<file path="src/design/sfu_pkg.sv">
// Shared constants and types for the status word and serial receiver
package sfu_pkg;

   // Status word bit positions
   localparam int STAT_CARRY      = 15;
   localparam int STAT_POSITIVE   = 14;
   localparam int STAT_ZERO       = 13;
   localparam int STAT_NEGATIVE   = 12;
   localparam int STAT_OVERFLOW   = 11;
   localparam int STAT_NORMALIZED = 10;
   localparam int STAT_IRQ_EN     = 9;
   localparam int STAT_DISC_ONE   = 8;
   localparam int STAT_RX_ERROR   = 7;
   localparam int STAT_OVERRUN    = 6;
   localparam int STAT_FRAMING    = 5;
   localparam int STAT_PARITY     = 4;
   localparam int STAT_DISC_TWO   = 3;
   localparam int STAT_TX_HOLD    = 2;
   localparam int STAT_TX_SHIFT   = 1;
   localparam int STAT_RX_READY   = 0;

   // Register select on the input-register instruction
   localparam logic SEL_STATUS = 1'b0;
   localparam logic SEL_SERIAL_RECEIVE_BUFFER   = 1'b1;

   localparam logic [7:0]  SERIAL_RECEIVE_BUFFER_UPPER_ZERO = 8'h00;
   localparam logic [7:0]  RX_BYTE_RESET   = 8'h00;

   // Pin synchroniser lanes and their idle levels
   localparam int PIN_RX    = 0;
   localparam int PIN_TIMER = 1;
   localparam int PIN_DI1   = 2;
   localparam int PIN_DI2   = 3;
   localparam logic [3:0] PIN_STABLE_RESET = 4'h1;

   // Timing
   localparam int CLK_HZ           = 50_000_000;
   localparam int TIMER_CLK_HZ     = 12_000_000;
   localparam int BAUD             = 9600;
   localparam int OVERSAMPLE       = 10;
   localparam int TICKS_PER_SAMPLE = TIMER_CLK_HZ / (BAUD * OVERSAMPLE);
   localparam int MID_SAMPLE       = OVERSAMPLE / 2;
   localparam int TICK_CNT_W       = 7;
   localparam logic [TICK_CNT_W-1:0] TICK_LAST =
      TICK_CNT_W'(TICKS_PER_SAMPLE - 1);
   localparam logic [3:0] SAMPLE_LAST = 4'(OVERSAMPLE - 1);
   localparam logic [3:0] MID_LAST    = 4'(MID_SAMPLE - 1);
   localparam logic [2:0] DATA_LAST   = 3'h7;

   // Received frame word: {stop_bad, parity_bad, byte}
   localparam int FRAME_W     = 10;
   localparam int FRAME_STOP  = 9;
   localparam int FRAME_PAR   = 8;
   localparam int FIFO_DEPTH  = 16;

   typedef enum logic [2:0] {
      RX_IDLE   = 3'b000,
      RX_START  = 3'b001,
      RX_DATA   = 3'b010,
      RX_PARITY = 3'b011,
      RX_STOP   = 3'b100
   } sfu_rx_state_type;

endpackage

</file>
<file path="src/design/sfu_fifo.sv">
// Flip-flop FIFO with valid/ready on both sides
`timescale 1ns/1ps
module sfu_fifo #(
   parameter int WIDTH = 10,
   parameter int DEPTH = 16
) (
   input  wire logic             clock,
   input  wire logic             arst_n,
   input  wire logic             in_valid,
   output logic                  in_ready,
   input  wire logic [WIDTH-1:0] in_data,
   output logic                  out_valid,
   input  wire logic             out_ready,
   output logic      [WIDTH-1:0] out_data
);
   localparam int AW = $clog2(DEPTH);

   if (DEPTH < 2 || (1 << AW) != DEPTH || WIDTH < 1) begin : g_check
      $error("sfu_fifo: DEPTH must be a power of two >= 2");
   end

   logic [WIDTH-1:0] mem_reg [DEPTH];
   logic [AW-1:0]    wr_ptr_reg;
   logic [AW-1:0]    rd_ptr_reg;
   logic [AW:0]      count_reg;
   wire              push;
   wire              pop;

   assign in_ready  = (count_reg != (AW+1)'(DEPTH));
   assign out_valid = (count_reg != '0);
   assign push      = in_valid & in_ready;
   assign pop       = out_valid & out_ready;
   assign out_data  = mem_reg[rd_ptr_reg];

   always_ff @(posedge clock) begin
      if (push) begin
         mem_reg[wr_ptr_reg] <= in_data;
      end
   end

   always_ff @(posedge clock or negedge arst_n) begin
      if (!arst_n) begin
         wr_ptr_reg <= '0;
         rd_ptr_reg <= '0;
         count_reg  <= '0;
      end else begin
         wr_ptr_reg <= wr_ptr_reg + AW'(push);
         rd_ptr_reg <= rd_ptr_reg + AW'(pop);
         count_reg  <= count_reg + (AW+1)'(push) - (AW+1)'(pop);
      end
   end
endmodule

</file>
<file path="src/design/sfu_rx.sv">
// Oversampling deserialiser for one start, eight data, parity, stop
`timescale 1ns/1ps
module sfu_rx
   import sfu_pkg::*;
(
   input  wire logic               clock,
   input  wire logic               arst_n,
   input  wire logic               sample_tick,
   input  wire logic               rx_level,
   output logic                    frame_valid,
   output logic [sfu_pkg::FRAME_W-1:0] frame_word
);
   sfu_rx_state_type state_reg;
   sfu_rx_state_type state_next;
   logic [3:0] cnt_reg;
   logic [2:0] bit_reg;
   logic [7:0] shift_reg;
   logic       par_reg;
   logic       prev_reg;
   logic       valid_reg;
   logic [FRAME_W-1:0] word_reg;

   wire falling   = prev_reg & ~rx_level;
   wire at_mid    = (cnt_reg == MID_LAST);
   wire at_last   = (cnt_reg == SAMPLE_LAST);
   wire odd_ok    = ^{shift_reg, par_reg};

   assign frame_valid = valid_reg;
   assign frame_word  = word_reg;

   always_comb begin
      state_next = state_reg;
      if (sample_tick) begin
         unique case (state_reg)
            RX_IDLE:   if (falling) state_next = RX_START;
            RX_START: begin
               if (at_mid) begin
                  state_next = rx_level ? RX_IDLE : RX_DATA;
               end
            end
            RX_DATA: begin
               if (at_last && bit_reg == DATA_LAST) begin
                  state_next = RX_PARITY;
               end
            end
            RX_PARITY: if (at_last) state_next = RX_STOP;
            RX_STOP:   if (at_last) state_next = RX_IDLE;
            default:   state_next = RX_IDLE;
         endcase
      end
   end

   always_ff @(posedge clock or negedge arst_n) begin
      if (!arst_n) begin
         state_reg <= RX_IDLE;
         cnt_reg   <= '0;
         bit_reg   <= '0;
         shift_reg <= '0;
         par_reg   <= 1'b0;
         prev_reg  <= 1'b1;
         valid_reg <= 1'b0;
         word_reg  <= '0;
      end else begin
         state_reg <= state_next;
         valid_reg <= 1'b0;
         if (sample_tick) begin
            prev_reg <= rx_level;
            // Restart the bit-phase count at each boundary
            if (state_next != state_reg || at_last) begin
               cnt_reg <= '0;
            end else begin
               cnt_reg <= cnt_reg + 4'h1;
            end
            if (state_reg == RX_START) begin
               bit_reg <= '0;
            end
            if (state_reg == RX_DATA && at_last) begin
               shift_reg <= {rx_level, shift_reg[7:1]};
               bit_reg   <= bit_reg + 3'h1;
            end
            if (state_reg == RX_PARITY && at_last) begin
               par_reg <= rx_level;
            end
            if (state_reg == RX_STOP && at_last) begin
               valid_reg <= 1'b1;
               word_reg  <= {~rx_level, ~odd_ok, shift_reg};
            end
         end
      end
   end
endmodule

</file>
<file path="src/design/sfu_status_rx.sv">
// System status word and serial receive buffer register bank
`timescale 1ns/1ps
module sfu_status_rx
   import sfu_pkg::*;
#(
   parameter int RX_FIFO_DEPTH = sfu_pkg::FIFO_DEPTH
) (
   input  wire logic        clock,
   input  wire logic        arst_n,
   input  wire logic        serial_rx_pin,
   input  wire logic        timer_clock_input,
   input  wire logic        discrete_input_one,
   input  wire logic        discrete_input_two,
   input  wire logic        tx_holding_empty,
   input  wire logic        tx_shifter_empty,
   input  wire logic        irq_enable_command,
   input  wire logic        irq_disable_command,
   input  wire logic        flag_update,
   input  wire logic        long_op,
   input  wire logic        dest_msb,
   input  wire logic        src_msb,
   input  wire logic [31:0] op_result,
   input  wire logic        input_register_instruction,
   input  wire logic        reg_select,
   output logic      [15:0] read_data,
   output logic             read_valid,
   output logic             irq_enabled
);
   import sfu_pkg::*;

   if (TICKS_PER_SAMPLE < 2 || TICKS_PER_SAMPLE >= (1 << TICK_CNT_W))
   begin : g_check
      $error("sfu_status_rx: timer divider out of range");
   end

   if (RX_FIFO_DEPTH < 2 || (RX_FIFO_DEPTH & (RX_FIFO_DEPTH - 1)) != 0)
   begin : g_depth_check
      $error("sfu_status_rx: receive buffer depth must be a power of two");
   end

   function automatic logic carry_eq(input logic d, input logic s,
                                     input logic r);
      carry_eq = (~d & ~s & ~r) | (d & ~s & r) | (d & s & r)
               | (d & s & ~r);
   endfunction

   function automatic logic overflow_eq(input logic d, input logic s,
                                        input logic r);
      overflow_eq = (~d & s & ~r) | (d & ~s & r);
   endfunction

   // Pin synchronisers: three stages, a change counts once 2 and 3 agree
   logic [3:0] sync1_reg;
   logic [3:0] sync2_reg;
   logic [3:0] sync3_reg;
   logic [3:0] stable_reg;
   wire  [3:0] pins = {discrete_input_two, discrete_input_one,
                       timer_clock_input, serial_rx_pin};
   wire  [3:0] agree = ~(sync2_reg ^ sync3_reg);

   always_ff @(posedge clock or negedge arst_n) begin
      if (!arst_n) begin
         sync1_reg  <= PIN_STABLE_RESET;
         sync2_reg  <= PIN_STABLE_RESET;
         sync3_reg  <= PIN_STABLE_RESET;
      end else begin
         sync1_reg  <= pins;
         sync2_reg  <= sync1_reg;
         sync3_reg  <= sync2_reg;
      end
   end

   // Hold the last agreed level while stages 2 and 3 disagree
   always_ff @(posedge clock or negedge arst_n) begin
      if (!arst_n) begin
         stable_reg <= PIN_STABLE_RESET;
      end else begin
         stable_reg <= (agree & sync3_reg) | (~agree & stable_reg);
      end
   end

   // Sample tick from timer clock edges; 12 MHz / 125 = 10x 9600 baud
   logic                  timer_prev_reg;
   logic [TICK_CNT_W-1:0] div_reg;
   logic                  tick_reg;
   wire                   timer_rise = stable_reg[PIN_TIMER] &
                                       ~timer_prev_reg;
   wire                   div_wrap   = timer_rise & (div_reg == TICK_LAST);

   always_ff @(posedge clock or negedge arst_n) begin
      if (!arst_n) begin
         timer_prev_reg <= 1'b0;
         div_reg        <= '0;
         tick_reg       <= 1'b0;
      end else begin
         timer_prev_reg <= stable_reg[PIN_TIMER];
         tick_reg       <= div_wrap;
         if (div_wrap) begin
            div_reg <= '0;
         end else if (timer_rise) begin
            div_reg <= div_reg + TICK_CNT_W'(1);
         end
      end
   end

   // Receiver and frame buffer
   logic               frame_valid;
   logic [FRAME_W-1:0] frame_word;
   logic               fifo_in_ready;
   logic               fifo_out_ready;
   logic               fifo_out_valid;
   logic [FRAME_W-1:0] fifo_out_data;

   sfu_rx u_rx (
      .clock       (clock),
      .arst_n      (arst_n),
      .sample_tick (tick_reg),
      .rx_level    (stable_reg[PIN_RX]),
      .frame_valid (frame_valid),
      .frame_word  (frame_word)
   );

   // The line cannot be stalled: a frame meeting a full buffer is lost
   sfu_fifo #(
      .WIDTH (FRAME_W),
      .DEPTH (RX_FIFO_DEPTH)
   ) u_fifo (
      .clock     (clock),
      .arst_n    (arst_n),
      .in_valid  (frame_valid),
      .in_ready  (fifo_in_ready),
      .in_data   (frame_word),
      .out_valid (fifo_out_valid),
      .out_ready (fifo_out_ready),
      .out_data  (fifo_out_data)
   );

   // Read decode
   wire serial_receive_buffer_read   = input_register_instruction & (reg_select == SEL_SERIAL_RECEIVE_BUFFER);
   wire status_read = input_register_instruction &
                      (reg_select == SEL_STATUS);

   // Receive holding register drains the buffer when empty or being read
   logic       ready_reg;
   logic       overrun_reg;
   logic       framing_reg;
   logic       parity_reg;
   logic [7:0] rx_byte_reg;
   assign fifo_out_ready = ~ready_reg | serial_receive_buffer_read;
   wire        load_word      = fifo_out_valid & fifo_out_ready;
   wire        word_lost      = frame_valid & ~fifo_in_ready;

   wire ready_next   = load_word | (ready_reg & ~serial_receive_buffer_read);
   wire overrun_next = word_lost | (overrun_reg & ~serial_receive_buffer_read);
   wire framing_next = load_word ? fifo_out_data[FRAME_STOP]
                                 : framing_reg;
   wire parity_next  = load_word ? fifo_out_data[FRAME_PAR]
                                 : parity_reg;
   wire [7:0] rx_byte_next = load_word ? fifo_out_data[7:0]
                                       : rx_byte_reg;

   always_ff @(posedge clock or negedge arst_n) begin
      if (!arst_n) begin
         ready_reg   <= 1'b0;
         overrun_reg <= 1'b0;
         framing_reg <= 1'b0;
         parity_reg  <= 1'b0;
      end else begin
         ready_reg   <= ready_next;
         overrun_reg <= overrun_next;
         framing_reg <= framing_next;
         parity_reg  <= parity_next;
      end
   end

   // Empty buffer reads return the last byte, or zero before the first frame after reset
   always_ff @(posedge clock or negedge arst_n) begin
      if (!arst_n) begin
         rx_byte_reg <= RX_BYTE_RESET;
      end else begin
         rx_byte_reg <= rx_byte_next;
      end
   end

   // Condition flags
   logic carry_reg;
   logic positive_reg;
   logic zero_reg;
   logic negative_reg;
   logic overflow_reg;
   logic normalized_reg;
   logic irq_en_reg;

   wire res_msb   = long_op ? op_result[31] : op_result[15];
   wire res_zero  = long_op ? (op_result == 32'h0000_0000)
                            : (op_result[15:0] == 16'h0000);
   wire carry_n   = carry_eq(dest_msb, src_msb, res_msb);
   wire ovf_n     = overflow_eq(dest_msb, src_msb, res_msb);
   wire pos_n     = ~res_msb & ~res_zero;
   wire norm_n    = op_result[31] ^ op_result[30];
   // Set and clear at once: set wins so the enable is not dropped
   wire irq_en_next = irq_enable_command |
                      (irq_en_reg & ~irq_disable_command);

   always_ff @(posedge clock or negedge arst_n) begin
      if (!arst_n) begin
         irq_en_reg <= 1'b0;
      end else begin
         irq_en_reg <= irq_en_next;
      end
   end

   always_ff @(posedge clock or negedge arst_n) begin
      if (!arst_n) begin
         carry_reg    <= 1'b0;
         positive_reg <= 1'b0;
         zero_reg     <= 1'b0;
         negative_reg <= 1'b0;
         overflow_reg <= 1'b0;
      end else if (flag_update) begin
         carry_reg    <= carry_n;
         positive_reg <= pos_n;
         zero_reg     <= res_zero;
         negative_reg <= res_msb;
         overflow_reg <= ovf_n;
      end
   end

   // Short operations leave the normalized flag untouched
   always_ff @(posedge clock or negedge arst_n) begin
      if (!arst_n) begin
         normalized_reg <= 1'b0;
      end else if (flag_update && long_op) begin
         normalized_reg <= norm_n;
      end
   end

   // Status word
   logic [15:0] status_word;
   assign status_word[STAT_CARRY]      = carry_reg;
   assign status_word[STAT_POSITIVE]   = positive_reg;
   assign status_word[STAT_ZERO]       = zero_reg;
   assign status_word[STAT_NEGATIVE]   = negative_reg;
   assign status_word[STAT_OVERFLOW]   = overflow_reg;
   assign status_word[STAT_NORMALIZED] = normalized_reg;
   assign status_word[STAT_IRQ_EN]     = irq_en_reg;
   assign status_word[STAT_DISC_ONE]   = stable_reg[PIN_DI1];
   assign status_word[STAT_RX_ERROR]   = overrun_reg | framing_reg |
                                         parity_reg;
   assign status_word[STAT_OVERRUN]    = overrun_reg;
   assign status_word[STAT_FRAMING]    = framing_reg;
   assign status_word[STAT_PARITY]     = parity_reg;
   assign status_word[STAT_DISC_TWO]   = stable_reg[PIN_DI2];
   assign status_word[STAT_TX_HOLD]    = tx_holding_empty;
   assign status_word[STAT_TX_SHIFT]   = tx_shifter_empty;
   assign status_word[STAT_RX_READY]   = ready_reg;

   // Read port
   logic [15:0] read_data_reg;
   logic        read_valid_reg;
   wire  [15:0] serial_receive_buffer_word = {SERIAL_RECEIVE_BUFFER_UPPER_ZERO, rx_byte_reg};

   always_ff @(posedge clock or negedge arst_n) begin
      if (!arst_n) begin
         read_valid_reg <= 1'b0;
      end else begin
         read_valid_reg <= input_register_instruction;
      end
   end

   // Data holds between requests so a late reader still sees it
   always_ff @(posedge clock or negedge arst_n) begin
      if (!arst_n) begin
         read_data_reg <= 16'h0000;
      end else if (serial_receive_buffer_read) begin
         read_data_reg <= serial_receive_buffer_word;
      end else if (status_read) begin
         read_data_reg <= status_word;
      end
   end

   assign read_data   = read_data_reg;
   assign read_valid  = read_valid_reg;
   assign irq_enabled = irq_en_reg;
endmodule

</file>
<file path="config.mk">
export PLATFORM = sky130hd
export DESIGN_NAME = sfu_status_rx
export DESIGN_NICKNAME = d
export VERILOG_FILES = /design/src/design/sfu_pkg.sv /design/src/design/sfu_fifo.sv /design/src/design/sfu_rx.sv /design/src/design/sfu_status_rx.sv
export SDC_FILE = /design/constraint.sdc
export NUM_CORES = 1
export LEC_CHECK = 0
export ABC_AREA = 1
export BUFFER_PORTS_ARGS = -buffer_cell sky130_fd_sc_hd__buf_4
export CORE_ASPECT_RATIO = 1.4
export CORE_MARGIN = 2
export CORE_UTILIZATION = 60
export DETAILED_ROUTE_END_ITERATION = 10
export HOLD_SLACK_MARGIN = 0.03
export PLACE_DENSITY = 0.81
export SYNTH_ARGS = -nofsm -noshare
export SYNTH_HDL_FRONTEND = slang
export SYNTH_SLANG_ARGS = --single-unit
</file>
<file path="constraint.sdc">
create_clock -name clock -period 3.8 [get_ports clock]
set_input_delay 1.14 -clock clock [delete_from_list [all_inputs] [get_ports clock]]
set_output_delay 1.14 -clock clock [all_outputs]
set_load 0.01 [all_outputs]
</file>
Word level (Yosys, flattened, before mapping)
Memories as Yosys holds them, arrays and structs flattened. A register that Yosys moved wholly into a read port is not among the register bits.
Index checks and enable logic that the tools add are counted.
{"block": "classes", "addsub": 7, "bitwise": 50, "n_mux": 21, "n_eq_ne": 10, "n_reduce_logical": 19}
{"op": "$logic_not 32->1", "n": 1}
{"op": "$mux 16", "n": 2}
{"op": "$mux 3", "n": 8}
{"op": "$and 1x1->1", "n": 21}
{"op": "$logic_not 16->1", "n": 1}
{"op": "$pmux 3 s5", "n": 1}
{"op": "$mux 7", "n": 2}
{"op": "$not 1->1", "n": 12}
{"op": "$or 1x1->1", "n": 10}
{"op": "$reduce_xor 9->1", "n": 1}
{"op": "$add 4x1->4", "n": 2}
{"op": "$and 4x4->4", "n": 2}
{"op": "$not 4->4", "n": 2}
{"op": "$reduce_and 2->1", "n": 4}
{"op": "$add 7x1->7 const B", "n": 1}
{"op": "$eq 7x7->1 const B", "n": 1}
{"op": "$eq 3x2->1 const B", "n": 2}
{"op": "$eq 3x3->1 const B", "n": 2}
{"op": "$mux 1", "n": 6}
{"op": "$reduce_bool 2->1", "n": 3}
{"op": "$add 5x1->5", "n": 1}
{"op": "$logic_and 1x1->1", "n": 5}
{"op": "$ne 5x5->1 const B", "n": 1}
{"op": "$reduce_bool 5->1", "n": 1}
{"op": "other kinds (15)", "n": 15}
{"block": "totals", "memories": 1, "mem_bits_rw": 160, "wordCells": 137, "register_bits": 95, "output_inout_bits": 18}
{"memory": "u_fifo.mem_reg", "words": 16, "width": 10, "rd": 1, "rd_ports_with_merged_regs": 1, "write_ports": 1, "line_no": "sfu_fifo.sv:22", "rtl": "logic [WIDTH-1:0] mem_reg [DEPTH];"}

Depth between registers and ports, before layout
Gate-level depths: netlist of the first run.
{"block": "logic_depth", "depth_word": 8, "depth_mapped": 16, "ltp_nobuf": 15}

Modules after synthesis
From an unflattened synthesis of the first run, not the netlist that was laid out.
{"block": "hier_totals", "hier_cells": 1150, "hier_area_um2": 11673.7}
{"mod": "sfu_fifo", "n_inst": 1, "seq_area_each_um2": 5129.9, "area_per_inst_um2": 7616.1, "cells_each": 728}
{"mod": "sfu_status_rx", "n_inst": 1, "seq_area_each_um2": 1531.5, "area_per_inst_um2": 2501.1, "cells_each": 249}
{"mod": "sfu_rx", "n_inst": 1, "seq_area_each_um2": 777.0, "area_per_inst_um2": 1556.5, "cells_each": 173}

Worst setup path after synthesis of the first run
Ideal clock, no wire load.
{"block": "synth_timing", "kind": "input-to-reg", "from": "in reg_select", "to": "reg u_fifo.count_reg[4]", "required_time_ns": 3.672, "path_buffers": 1, "setup_time_ns": 0.128, "slack_ns": 0.737, "arrival_time_ns": 2.935, "stages": 13, "cell_sequence": "nand2_1 -> nand2_1 -> nand2_1 -> inv_1 -> buf_2 -> ha_1 -> inv_1 -> ha_1 -> inv_1 -> fa_1 -> o21ai_0 -> a21oi_1 -> xor2_1"}
{"block": "synth_via", "elab_chain_len": 4}
{"element": "from (decl)", "line_no": "sfu_status_rx.sv:24", "rtl": "input wire logic reg_select,"}
{"element": "$and 1x1->1", "line_no": "sfu_status_rx.sv:139", "rtl": "wire serial_receive_buffer_read = input_register_instruction & (reg_select == SEL_SERIAL_RECEIVE_BUFFER);"}
{"element": "$or 1x1->1", "line_no": "sfu_status_rx.sv:149", "rtl": "assign fifo_out_ready = ~ready_reg | serial_receive_buffer_read;"}
{"element": "$and 1x1->1"}
{"element": "via load_word", "line_no": "sfu_status_rx.sv:150", "rtl": "wire load_word = fifo_out_valid & fifo_out_ready;"}
{"element": "$sub 5x1->5", "line_no": "sfu_fifo.sv:49", "rtl": "count_reg <= count_reg + (AW+1)'(push) - (AW+1)'(pop);"}
{"element": "to (signal assigned)", "line_no": "sfu_fifo.sv:49"}
{"element": "to (decl)", "line_no": "sfu_fifo.sv:25", "rtl": "logic [AW:0] count_reg;"}
The timed path passes the listed nets, and every way through them passes these cells.
A chain may end at the register's enable or synchronous reset.

Worst setup path after layout of the first run
{"block": "layout_timing", "from": "in input_register_instruction", "to": "reg u_fifo.count_reg[4]"}
{"block": "layout_via", "elab_chain_len": 4}
{"element": "from (decl)", "line_no": "sfu_status_rx.sv:23", "rtl": "input wire logic input_register_instruction,"}
{"element": "$and 1x1->1", "line_no": "sfu_status_rx.sv:139"}
{"element": "$or 1x1->1", "line_no": "sfu_status_rx.sv:149"}
{"element": "$and 1x1->1", "line_no": "sfu_fifo.sv:32", "rtl": "assign pop = out_valid & out_ready;"}
{"element": "$sub 5x1->5", "line_no": "sfu_fifo.sv:49"}
No other way between the ends.

==> summary.txt, run 1 <==
Status
  – Status: finished clean

Floorplanning
  – Row cnt: 58
  – Core area: 0.01800 sq mm
  – Io pins: between 60 and 70
  – Initial Utilization: between 60% and 70%
  – DIE HEIGHT: between 150 and 200 microns
  – Die W: around 120 microns
  – Die area: 0.01944 sq mm

GRT
  – Overall routing resource usage: 23.52%
  – Vias in the first global route: 7,143
  – Initial antenna violation count: 0
  – Aggregate global routing overflow: 0
  – Largest net degree at the start of global routing: 81
  – First-pass GRT wire length: approximately 36,000 microns

Critical path
  – R2R cell count: 15
  – Setup crit end: u_fifo.count_reg[4]
  – Crit Path Class: in2reg
  – CP startpoint kind: input port
  – Critical Path Source: input_register_instruction
  – Worst r2r dst: u_fifo.count_reg[4]
  – Crit path required time: about 4.2 ns
  – Worst path arrival time: around 3.2 ns
  – Critical path endpoint category: flop
  – Reg-to-reg startpoint: u_fifo.count_reg[2]
  – R2r setup slk: approximately 0.99 ns
  – Critical path peak fanout: 16

Routing
  – TritonRoute pass-1 iters: 5
  – Routed wire per std cell: 17.58 microns
  – Vias/cell: roughly 5.7
  – Via Count: about 7,300
  – Detailed Route Iter0 Violations: 859
  – WL final: ~23,000 microns
  – Number of remaining DRC errors: 0
  – Post-route antenna net violation count: 0

Placed design
  – DP HPWL: around 14,000 microns
  – Port Buf Inserts: 65
  – Placed insts: about 1,200
  – Placer Congestion: 0.8403

Timing
  – Max-slew violations: 0
  – Final period util: 74.18%
  – Tmin final: roughly 2.8 ns
  – Final hold violations: 0
  – Max Clock Freq: 0.3547 GHz
  – RSZ-0062 raised after global routing: false
  – WHS: approximately 0.35 ns
  – # setup viols final: 0
  – Clock skew: ~0.019 ns
  – Worst slew pin tran: 1.047 ns
  – Max-slew headroom: between 20% and 30%
  – Setup TNS: 0 ns

Clocking
  – Clock transition at path regs: 0.07 ns
  – TritonCTS buffer count: 24
  – TritonCTS clock tree: built
  – Max Buffers Root-to-Sink: 3
  – Skew-Pair Late Insertion Delay: approximately 0.52 ns
  – Post-cts resize count: 0
  – # H-tree levels: 1
  – Sink Count: approximately 270
  – Clk root buf: clkbuf_16
  – Post CTS Setup Buffer Count: 0
  – Hold Buf Count CTS: 0

Synth
  – Post-synth EDFFs: 160
  – Post-synth top area cell: edfxtp_1
  – Flops & latches, synth: roughly 270
  – Mapped Area: around 0.011 sq mm
  – Yosys Warn Count: 0
  – Count leader, synth: edfxtp_1
  – Netlist cell types: 41
  – Most frequent cells after synthesis: edfxtp_1 (160), nor2_1 (152), nand2_1 (133)
  – Ys async rst share: between 30% and 40%
  – Top_reg_cell synth: edfxtp_1
  – Largest cells by area after synthesis: edfxtp_1 (44%), dfrtp_1 (23%), nor2_1 (5.2%), o21ai_0 (4.9%), nand2_1 (4.5%)
  – Mapped Cells: 966
  – Seq/Total Area, Yosys: between 60% and 70%
  – Syn_nets: about 1,000
  – Syn avg cell area: between 10 and 15 sq um
  – Share of the synthesized area in the top cell type: 43.70%

Final layout
  – Antenna Cells: 0
  – Final Non-Filler Cells: 1,282
  – Area grow syn2layout: 13.46%
  – Share of layout cells above drive strength 1: about an eighth
  – Largest register FFs: 160
  – Fin nets: between 1,000 and 1,500
  – Post-layout util: between 60% and 70%

Pwr
  – Gate power share: about a fifth
  – VDD IR max: between 0.5 and 0.6 mV
  – Net switching power: 2.363 mW
  – LEAKAGE: around 4.7 nW
  – Clock power frac: 33.6%
  – Sw frac: 30.60%
  – Internal cell power: between 5 and 6 mW
  – Design Power: roughly 7.7 mW
  – Power Density: slightly above 600 mW/mm^2
  – Power share of the sequential group: around 45%

Run
  – Max Cap Viol: 0

Hold path
  – HP Class: reg2reg
==> cells in the final DEF (no fill, tap or decap), drive strengths merged, types with 7 or more instances in the layout <==
master  Yosys  layout
nand4       7       7
nand2     136     136
edfxtp    160     160
o211ai     41      41
dfrtp     100     100
a21oi      16      16
clkinv      2       9
nor2      154     154
buf        28      73
inv        68      68
clkbuf     13      31
xor2       13      13
o21ai     129     129
nand3      37      37
ha         18      18
nor4        8       8
==> worst max-delay path, stage by stage <==
cell and delay (ns):
buf_4 0.17, nand2_1 0.14, nand2_1 0.10, nand2_1 0.09, inv_1 0.06, ha_1 0.30, inv_1 0.07, ha_1 0.16
inv_1 0.06, fa_1 0.44, o21ai_0 0.22, a21oi_1 0.10, xor2_1 0.15
==> cell families (layout without fill, tap and decap cells) <==
| kind of cell | Yosys count | count (layout) | synth area share (%) |
|---|---|---|---|
| compound gates | 198 | 198 | 10.17 |
| xor+xnor | 16 | 16 | 1.275 |
| simple gates | 353 | 353 | 13.57 |
| flops | 265 | 265 | 67.66 |
| buf+inv | 111 | 187 | 4.734 |
| fa+ha+maj | 23 | 23 | 2.595 |
==> worst min-delay path by stage <==
stage,startpoint,endpoint,slack [ns],cells past startpoint
6_report,sync1_reg[2],sync2_reg[2],0.35,0
5_1_grt,sync1_reg[2],sync2_reg[2],0.35,0
4_1_cts,sync1_reg[2],sync2_reg[2],0.35,0
3_5_place_dp,sync1_reg[2],sync2_reg[2],0.34,0
3_3_place_gp,sync1_reg[3],sync2_reg[3],0.33,0
2_1_floorplan,sync1_reg[1],sync2_reg[1],0.33,0
==> metal layers <==
metal | global-route usage, % | routed length, microns
met2 | 41.43 | 11670
met3 | 2.813 | 1413
met4 | 8.333 | 612
met1 | 30.41 | 8843
met5 | 0 | 0
==> metrics by stage <==
| step | setup WS [ns] | instance area [sq um] |
|---|---|---|
| 5_1_grt | 0.7617 | 12470 |
| 4_1_cts | 0.9713 | 12470 |
| 2_1_floorplan | 0.7374 | 10990 |
| 3_5_place_dp | 0.5055 | 11610 |
| 6_report | 0.9811 | 12470 |
| 3_3_place_gp | 0.6004 | 11610 |
==> cell type report <==
type | instances | area [sq um]
clock inverter | 13 | 191.4
sequential | 265 | 7441
timing repair buffer | 73 | 573.1
inverter | 70 | 265.3
multi-input combinational | 590 | 3035
clock buffer | 31 | 668.1
tap | 240 | 300.3
fill | 1270 | 5523
==> power by group through the flow <==
stage / Clock (mW) / Sequential [mW] / Combinational, mW
floorplan: 0 / 3.37 / 1.29
global placement: 0 / 3.55 / 1.53
detailed placement: 0 / 3.55 / 1.59
CTS: 2.62 / 3.49 / 1.62
global route: 2.72 / 3.53 / 1.81
finish: 2.59 / 3.50 / 1.63
(Power assumes the default switching activity.)
==> run 2: changes to the inputs <==
--- a/config.mk
+++ b/config.mk
@@ -5,7 +5,7 @@
 export SDC_FILE = /design/constraint.sdc
 export NUM_CORES = 1
 export LEC_CHECK = 0
-export ABC_AREA = 1
+export ABC_AREA = 0
 export BUFFER_PORTS_ARGS = -buffer_cell sky130_fd_sc_hd__buf_4
 export CORE_ASPECT_RATIO = 1.4
 export CORE_MARGIN = 2
==> constraint.sdc (replaced) <==
create_clock -name clock -period 2.8 [get_ports clock]
set_input_delay 0.84 -clock clock [delete_from_list [all_inputs] [get_ports clock]]
set_output_delay 0.84 -clock clock [all_outputs]
set_load 0.01 [all_outputs]
==> run 2 against run 1 <==
Effect of this change:
- synthesized area fell by 3.0%
- cell area fell by 1.3%
- largest power group unchanged
- die area fell by 2.9%
- critical endpoint unchanged
- global-route usage fell by 0.93 points
- sequential share of layout area rose by 0.79 points
- setup slack got worse by 0.76 ns
- combinational power fell by 3%
==> summary.txt, run 2 <==
Synth
  – Most frequent cells after synthesis: edfxtp_1 (160), dfrtp_1 (100), mux4_2 (41) (was edfxtp_1 (160), nor2_1 (152), nand2_1 (133))
  – Largest cells by area after synthesis: edfxtp_1 (45%), dfrtp_1 (23%), mux4_2 (8.7%), mux2_2 (3.0%), ha_1 (2.1%) (was edfxtp_1 (44%), dfrtp_1 (23%), nor2_1 (5.2%), o21ai_0 (4.9%), nand2_1 (4.5%))
  – Netlist cell types: 48 (was 41)
  – Count leader, synth: edfxtp_1 (unchanged)
  – Mapped Area: 0.01067 sq mm (was 0.01099 sq mm)
  – Seq/Total Area, Yosys: 69.74% (was 67.66%)
  – Post-synth top area cell: edfxtp_1 (unchanged)
  – Flops & latches, synth: 265 (unchanged)
  – Mapped Cells: 657 (was 966)
  – Syn avg cell area: 16.23 sq um (was 11.38 sq um)
  – Post-synth EDFFs: 160 (unchanged)
  – Syn_nets: 724 (was 1,033)
  – Ys async rst share: 39.62% (unchanged)
  – Yosys Warn Count: 0 (unchanged)
  – Top_reg_cell synth: edfxtp_1 (unchanged)
  – Share of the synthesized area in the top cell type: 45.05% (was 43.70%)

Timing
  – Clock skew: 0.01252 ns (was 0.01908 ns)
  – Final Worst Setup Slack: 0.2233 ns (was 0.9811 ns)
  – # setup viols final: 0 (unchanged)
  – Setup TNS: 0 ns (unchanged)
  – Final hold violations: 0 (unchanged)
  – Max-slew violations: 0 (unchanged)
  – RSZ-0062 raised after global routing: false (unchanged)
  – Final period util: between 90% and 100%
  – Tmin final: about 2.6 ns
  – Worst slew pin tran: 0.7488 ns (was 1.047 ns)
  – Max-slew headroom: 50.08% (was 29.96%)
  – Max Clock Freq: ~0.39 GHz

Pwr
  – LEAKAGE: 4.305 nW (was 4.651 nW)
  – VDD IR max: 0.4933 mV (was 0.5303 mV)
  – Design Power: 9.289 mW (was 7.721 mW)
  – Power Density: 754.6 mW/mm^2 (was 619.0 mW/mm^2)

Critical path
  – R2R cell count: 14 (was 15)
  – Reg-to-reg startpoint: u_fifo.count_reg[2] (unchanged)
  – CP startpoint kind: flop (was input port)
  – Worst path cell trace: inv_1 -> ha_1 -> nor4b_4 -> a21oi_2 -> ha_1 -> inv_1 -> ha_1 -> inv_1 -> fa_1 -> inv_1 -> a21oi_1 -> nor2_1 -> nor2_1 -> xnor2_1 (was buf_4 -> nand2_1 -> nand2_1 -> nand2_1 -> inv_1 -> ha_1 -> inv_1 -> ha_1 -> inv_1 -> fa_1 -> o21ai_0 -> a21oi_1 -> xor2_1)
  – Crit path required time: 3.19 ns (was 4.20 ns)
  – Crit Path Class: reg2reg (was in2reg)
  – Worst r2r dst: u_fifo.count_reg[4] (unchanged)
  – Worst path arrival time: 2.97 ns (was 3.22 ns)
  – Critical path peak fanout: 2 (was 16)
  – Slowest stage delay, CP: 0.44 ns (about the same)
  – R2r setup slk: 0.22 ns (was 0.99 ns)
  – Critical Path Source: u_fifo.count_reg[2] (was input_register_instruction)
  – Worst-path cell with the longest stage delay: fa_1 (unchanged)
  – CP dominant cell by count: inv_1
  – Setup crit end: u_fifo.count_reg[4] (unchanged)
  – Critical path endpoint category: flop (unchanged)

Clocking
  – TritonCTS buffer count: 23 (was 24)
  – Sink Count: 265 (unchanged)
  – TritonCTS clock tree: built (unchanged)
  – Clk root buf: clkbuf_16 (unchanged)
  – Post CTS Setup Buffer Count: 0 (unchanged)
  – # H-tree levels: 1 (unchanged)
  – Clock transition at path regs: 0.06 ns (was 0.07 ns)
  – Max Buffers Root-to-Sink: 3 (unchanged)
  – Skew-Pair Late Insertion Delay: 0.50 ns (was 0.52 ns)

Floorplanning
  – Row cnt: 57 (was 58)
  – Initial Utilization: 61.29% (was 61.09%)
  – Core area: 0.01740 sq mm (was 0.01800 sq mm)
  – Die area: 0.01887 sq mm (was 0.01944 sq mm)
  – Die W: 116.7 microns (was 118.4 microns)
  – Io pins: 66 (unchanged)
  – DIE HEIGHT: 161.8 microns (was 164.2 microns)

Final layout
  – Antenna Cells: 0 (unchanged)
  – Register Area: 0.007440 sq mm (was 0.007441 sq mm)
  – Area of the multi-input gates: 0.002999 sq mm (was 0.003035 sq mm)
  – Layout fillers: 1,101 (was 1,270)
  – Most frequent cells in the layout: edfxtp_1 (160), dfrtp_1 (99), buf_4 (88) (was edfxtp_1 (160), nor2_1 (152), nand2_1 (133))
  – Share of layout cells above drive strength 1: 26.45% (was 12.86%)
  – Design Area, Final: 0.01231 sq mm (was 0.01247 sq mm)
  – Commonest non-fill, non-tap cell in the layout: edfxtp_1 (unchanged)
  – Largest register FFs: 160 (unchanged)
  – Fin nets: 810 (was 1,091)
  – Area grow syn2layout: 15.42% (was 13.46%)

Routing
  – DR top layer: met4 (unchanged)
  – Via Count: 5,872 (was 7,312)
  – WL final: 20,660 microns (was 22,540 microns)
  – Detailed Route Iter0 Violations: 491 (was 859)
  – Routed wire per std cell: 20.75 microns (was 17.58 microns)
  – Routed wire length on met2: 11,460 microns (was 11,670 microns)
  – Number of remaining DRC errors: 0 (unchanged)
  – M1 WL: 7631 microns (was 8843 microns)
  – Post-route antenna net violation count: 0 (unchanged)
  – Vias/cell: 5.896 (was 5.704)
  – TritonRoute pass-1 iters: 4 (was 5)
  – Routed wl met3: 949 microns (was 1413 microns)

Placed design
  – Dpl cell area: 0.01156 sq mm (was 0.01161 sq mm)
  – DP HPWL: 13,570 microns (was 13,760 microns)
  – Placer Congestion: 0.8318 (was 0.8403)
  – Pre-CTS setup slack: 0.03779 ns (was 0.5055 ns)
  – Port Buf Inserts: 65 (unchanged)

GRT
  – First-pass GRT wire length: 32,570 microns (was 36,270 microns)
  – Vias in the first global route: 6,285 (was 7,143)
  – Overall routing resource usage: 22.60% (was 23.52%)
  – Aggregate global routing overflow: 0 (unchanged)
  – Initial antenna violation count: 0 (unchanged)
  – Largest net degree at the start of global routing: 53 (was 81)

Run
  – Max Cap Viol: 0 (unchanged)

Hold path
  – HP Class: in2async (was reg2reg)

Status
  – Status: finished clean (unchanged)
-- run 2: cell types whose count changed after synthesis, moves of 21 or more --
cell and change:
nor2_1 -122, o21ai_0 -87, nand3_1 -23, mux2_2 +28, nand2_1 -105, inv_1 -34
o211ai_1 -40, mux4_2 +41, o21ai_1 -21
-- run 2: metal layers --
| metal | up-vias | GRT usage, % |
|---|---|---|
| met1 | 3016 | 26.80 |
| met2 | 164 | 41.54 |
| met3 | 42 | 3.284 |
| met4 | 0 | 7.807 |
| li1 | 2650 | - |
| met5 | - | 0 |
-- run 2: area by class of cell --
| class | count | share of cell area, % |
|---|---|---|
| Clock inverter | 8 | 0.7319 |
| Inverter | 31 | 0.9453 |
| Multi-Input combinational cell | 331 | 24.36 |
| Timing Repair Buffer | 91 | 5.855 |
| Clock buffer | 34 | 5.265 |
| Sequential cell | 265 | 60.44 |
| Tap cell | 236 | 2.399 |
-- run 2: worst min path at each step --
stage	from	endpoint	slack [ns]	cells past startpoint
after global routing	arst_n	sync3_reg[1]	0.31	1
after detailed placement	sync1_reg[2]	sync2_reg[2]	0.34	0
after global placement	sync1_reg[1]	sync2_reg[1]	0.34	0
after floorplan	sync1_reg[1]	sync2_reg[1]	0.33	0
final	arst_n	div_reg[0]	0.29	1
after CTS	arst_n	div_reg[0]	0.29	1
-- run 2: timing repair --
item,in CTS,in global routing
gates resized for setup,1,1
endpoints found under the setup margin,1,1
gates cloned,0,0
hold buffers,0,0
-- run 2: where the power goes --
group          internal [mW]  switching [mW]  total [mW]
clock network           1.79            1.29        3.09
registers               4.35           0.272        4.62
logic                  0.764           0.814        1.58
total                   6.91            2.38        9.29
-- run 2: metrics by stage --
step | hold WS, ns | std cells | utilization, %
finish | 0.2878 | 996 | 70.74
global route | 0.3118 | 996 | 70.74
CTS | 0.2940 | 996 | 70.69
detailed placement | 0.3387 | 954 | 66.41
global placement | 0.3359 | 954 | 66.41
floorplan | 0.3312 | 657 | -
-- run 2: worst max-delay path, delay by kind of cell, from the launching register on --
family | cells | cell delay [ns]
flip-flops | 1 | 0.39
buffers and inverters | 4 | 0.33
AO/OA/AOI/OAI | 2 | 0.15
adder cells (fa/ha/maj) | 4 | 1.08
AND/OR/NAND/NOR | 3 | 0.40
XOR/XNOR | 1 | 0.11
-- run 2: cells by family (layout without fill, tap and decap cells) --
kind of cell | Yosys count | count (layout) | share of synthesized area, %
xor+xnor | 20 | 20 | 1.642
compound gates | 74 | 74 | 4.106
simple gates | 126 | 126 | 6.101
fa+ha+maj | 23 | 23 | 2.675
flops | 265 | 265 | 69.74
buf+inv | 61 | 164 | 2.311
mux | 88 | 88 | 13.42
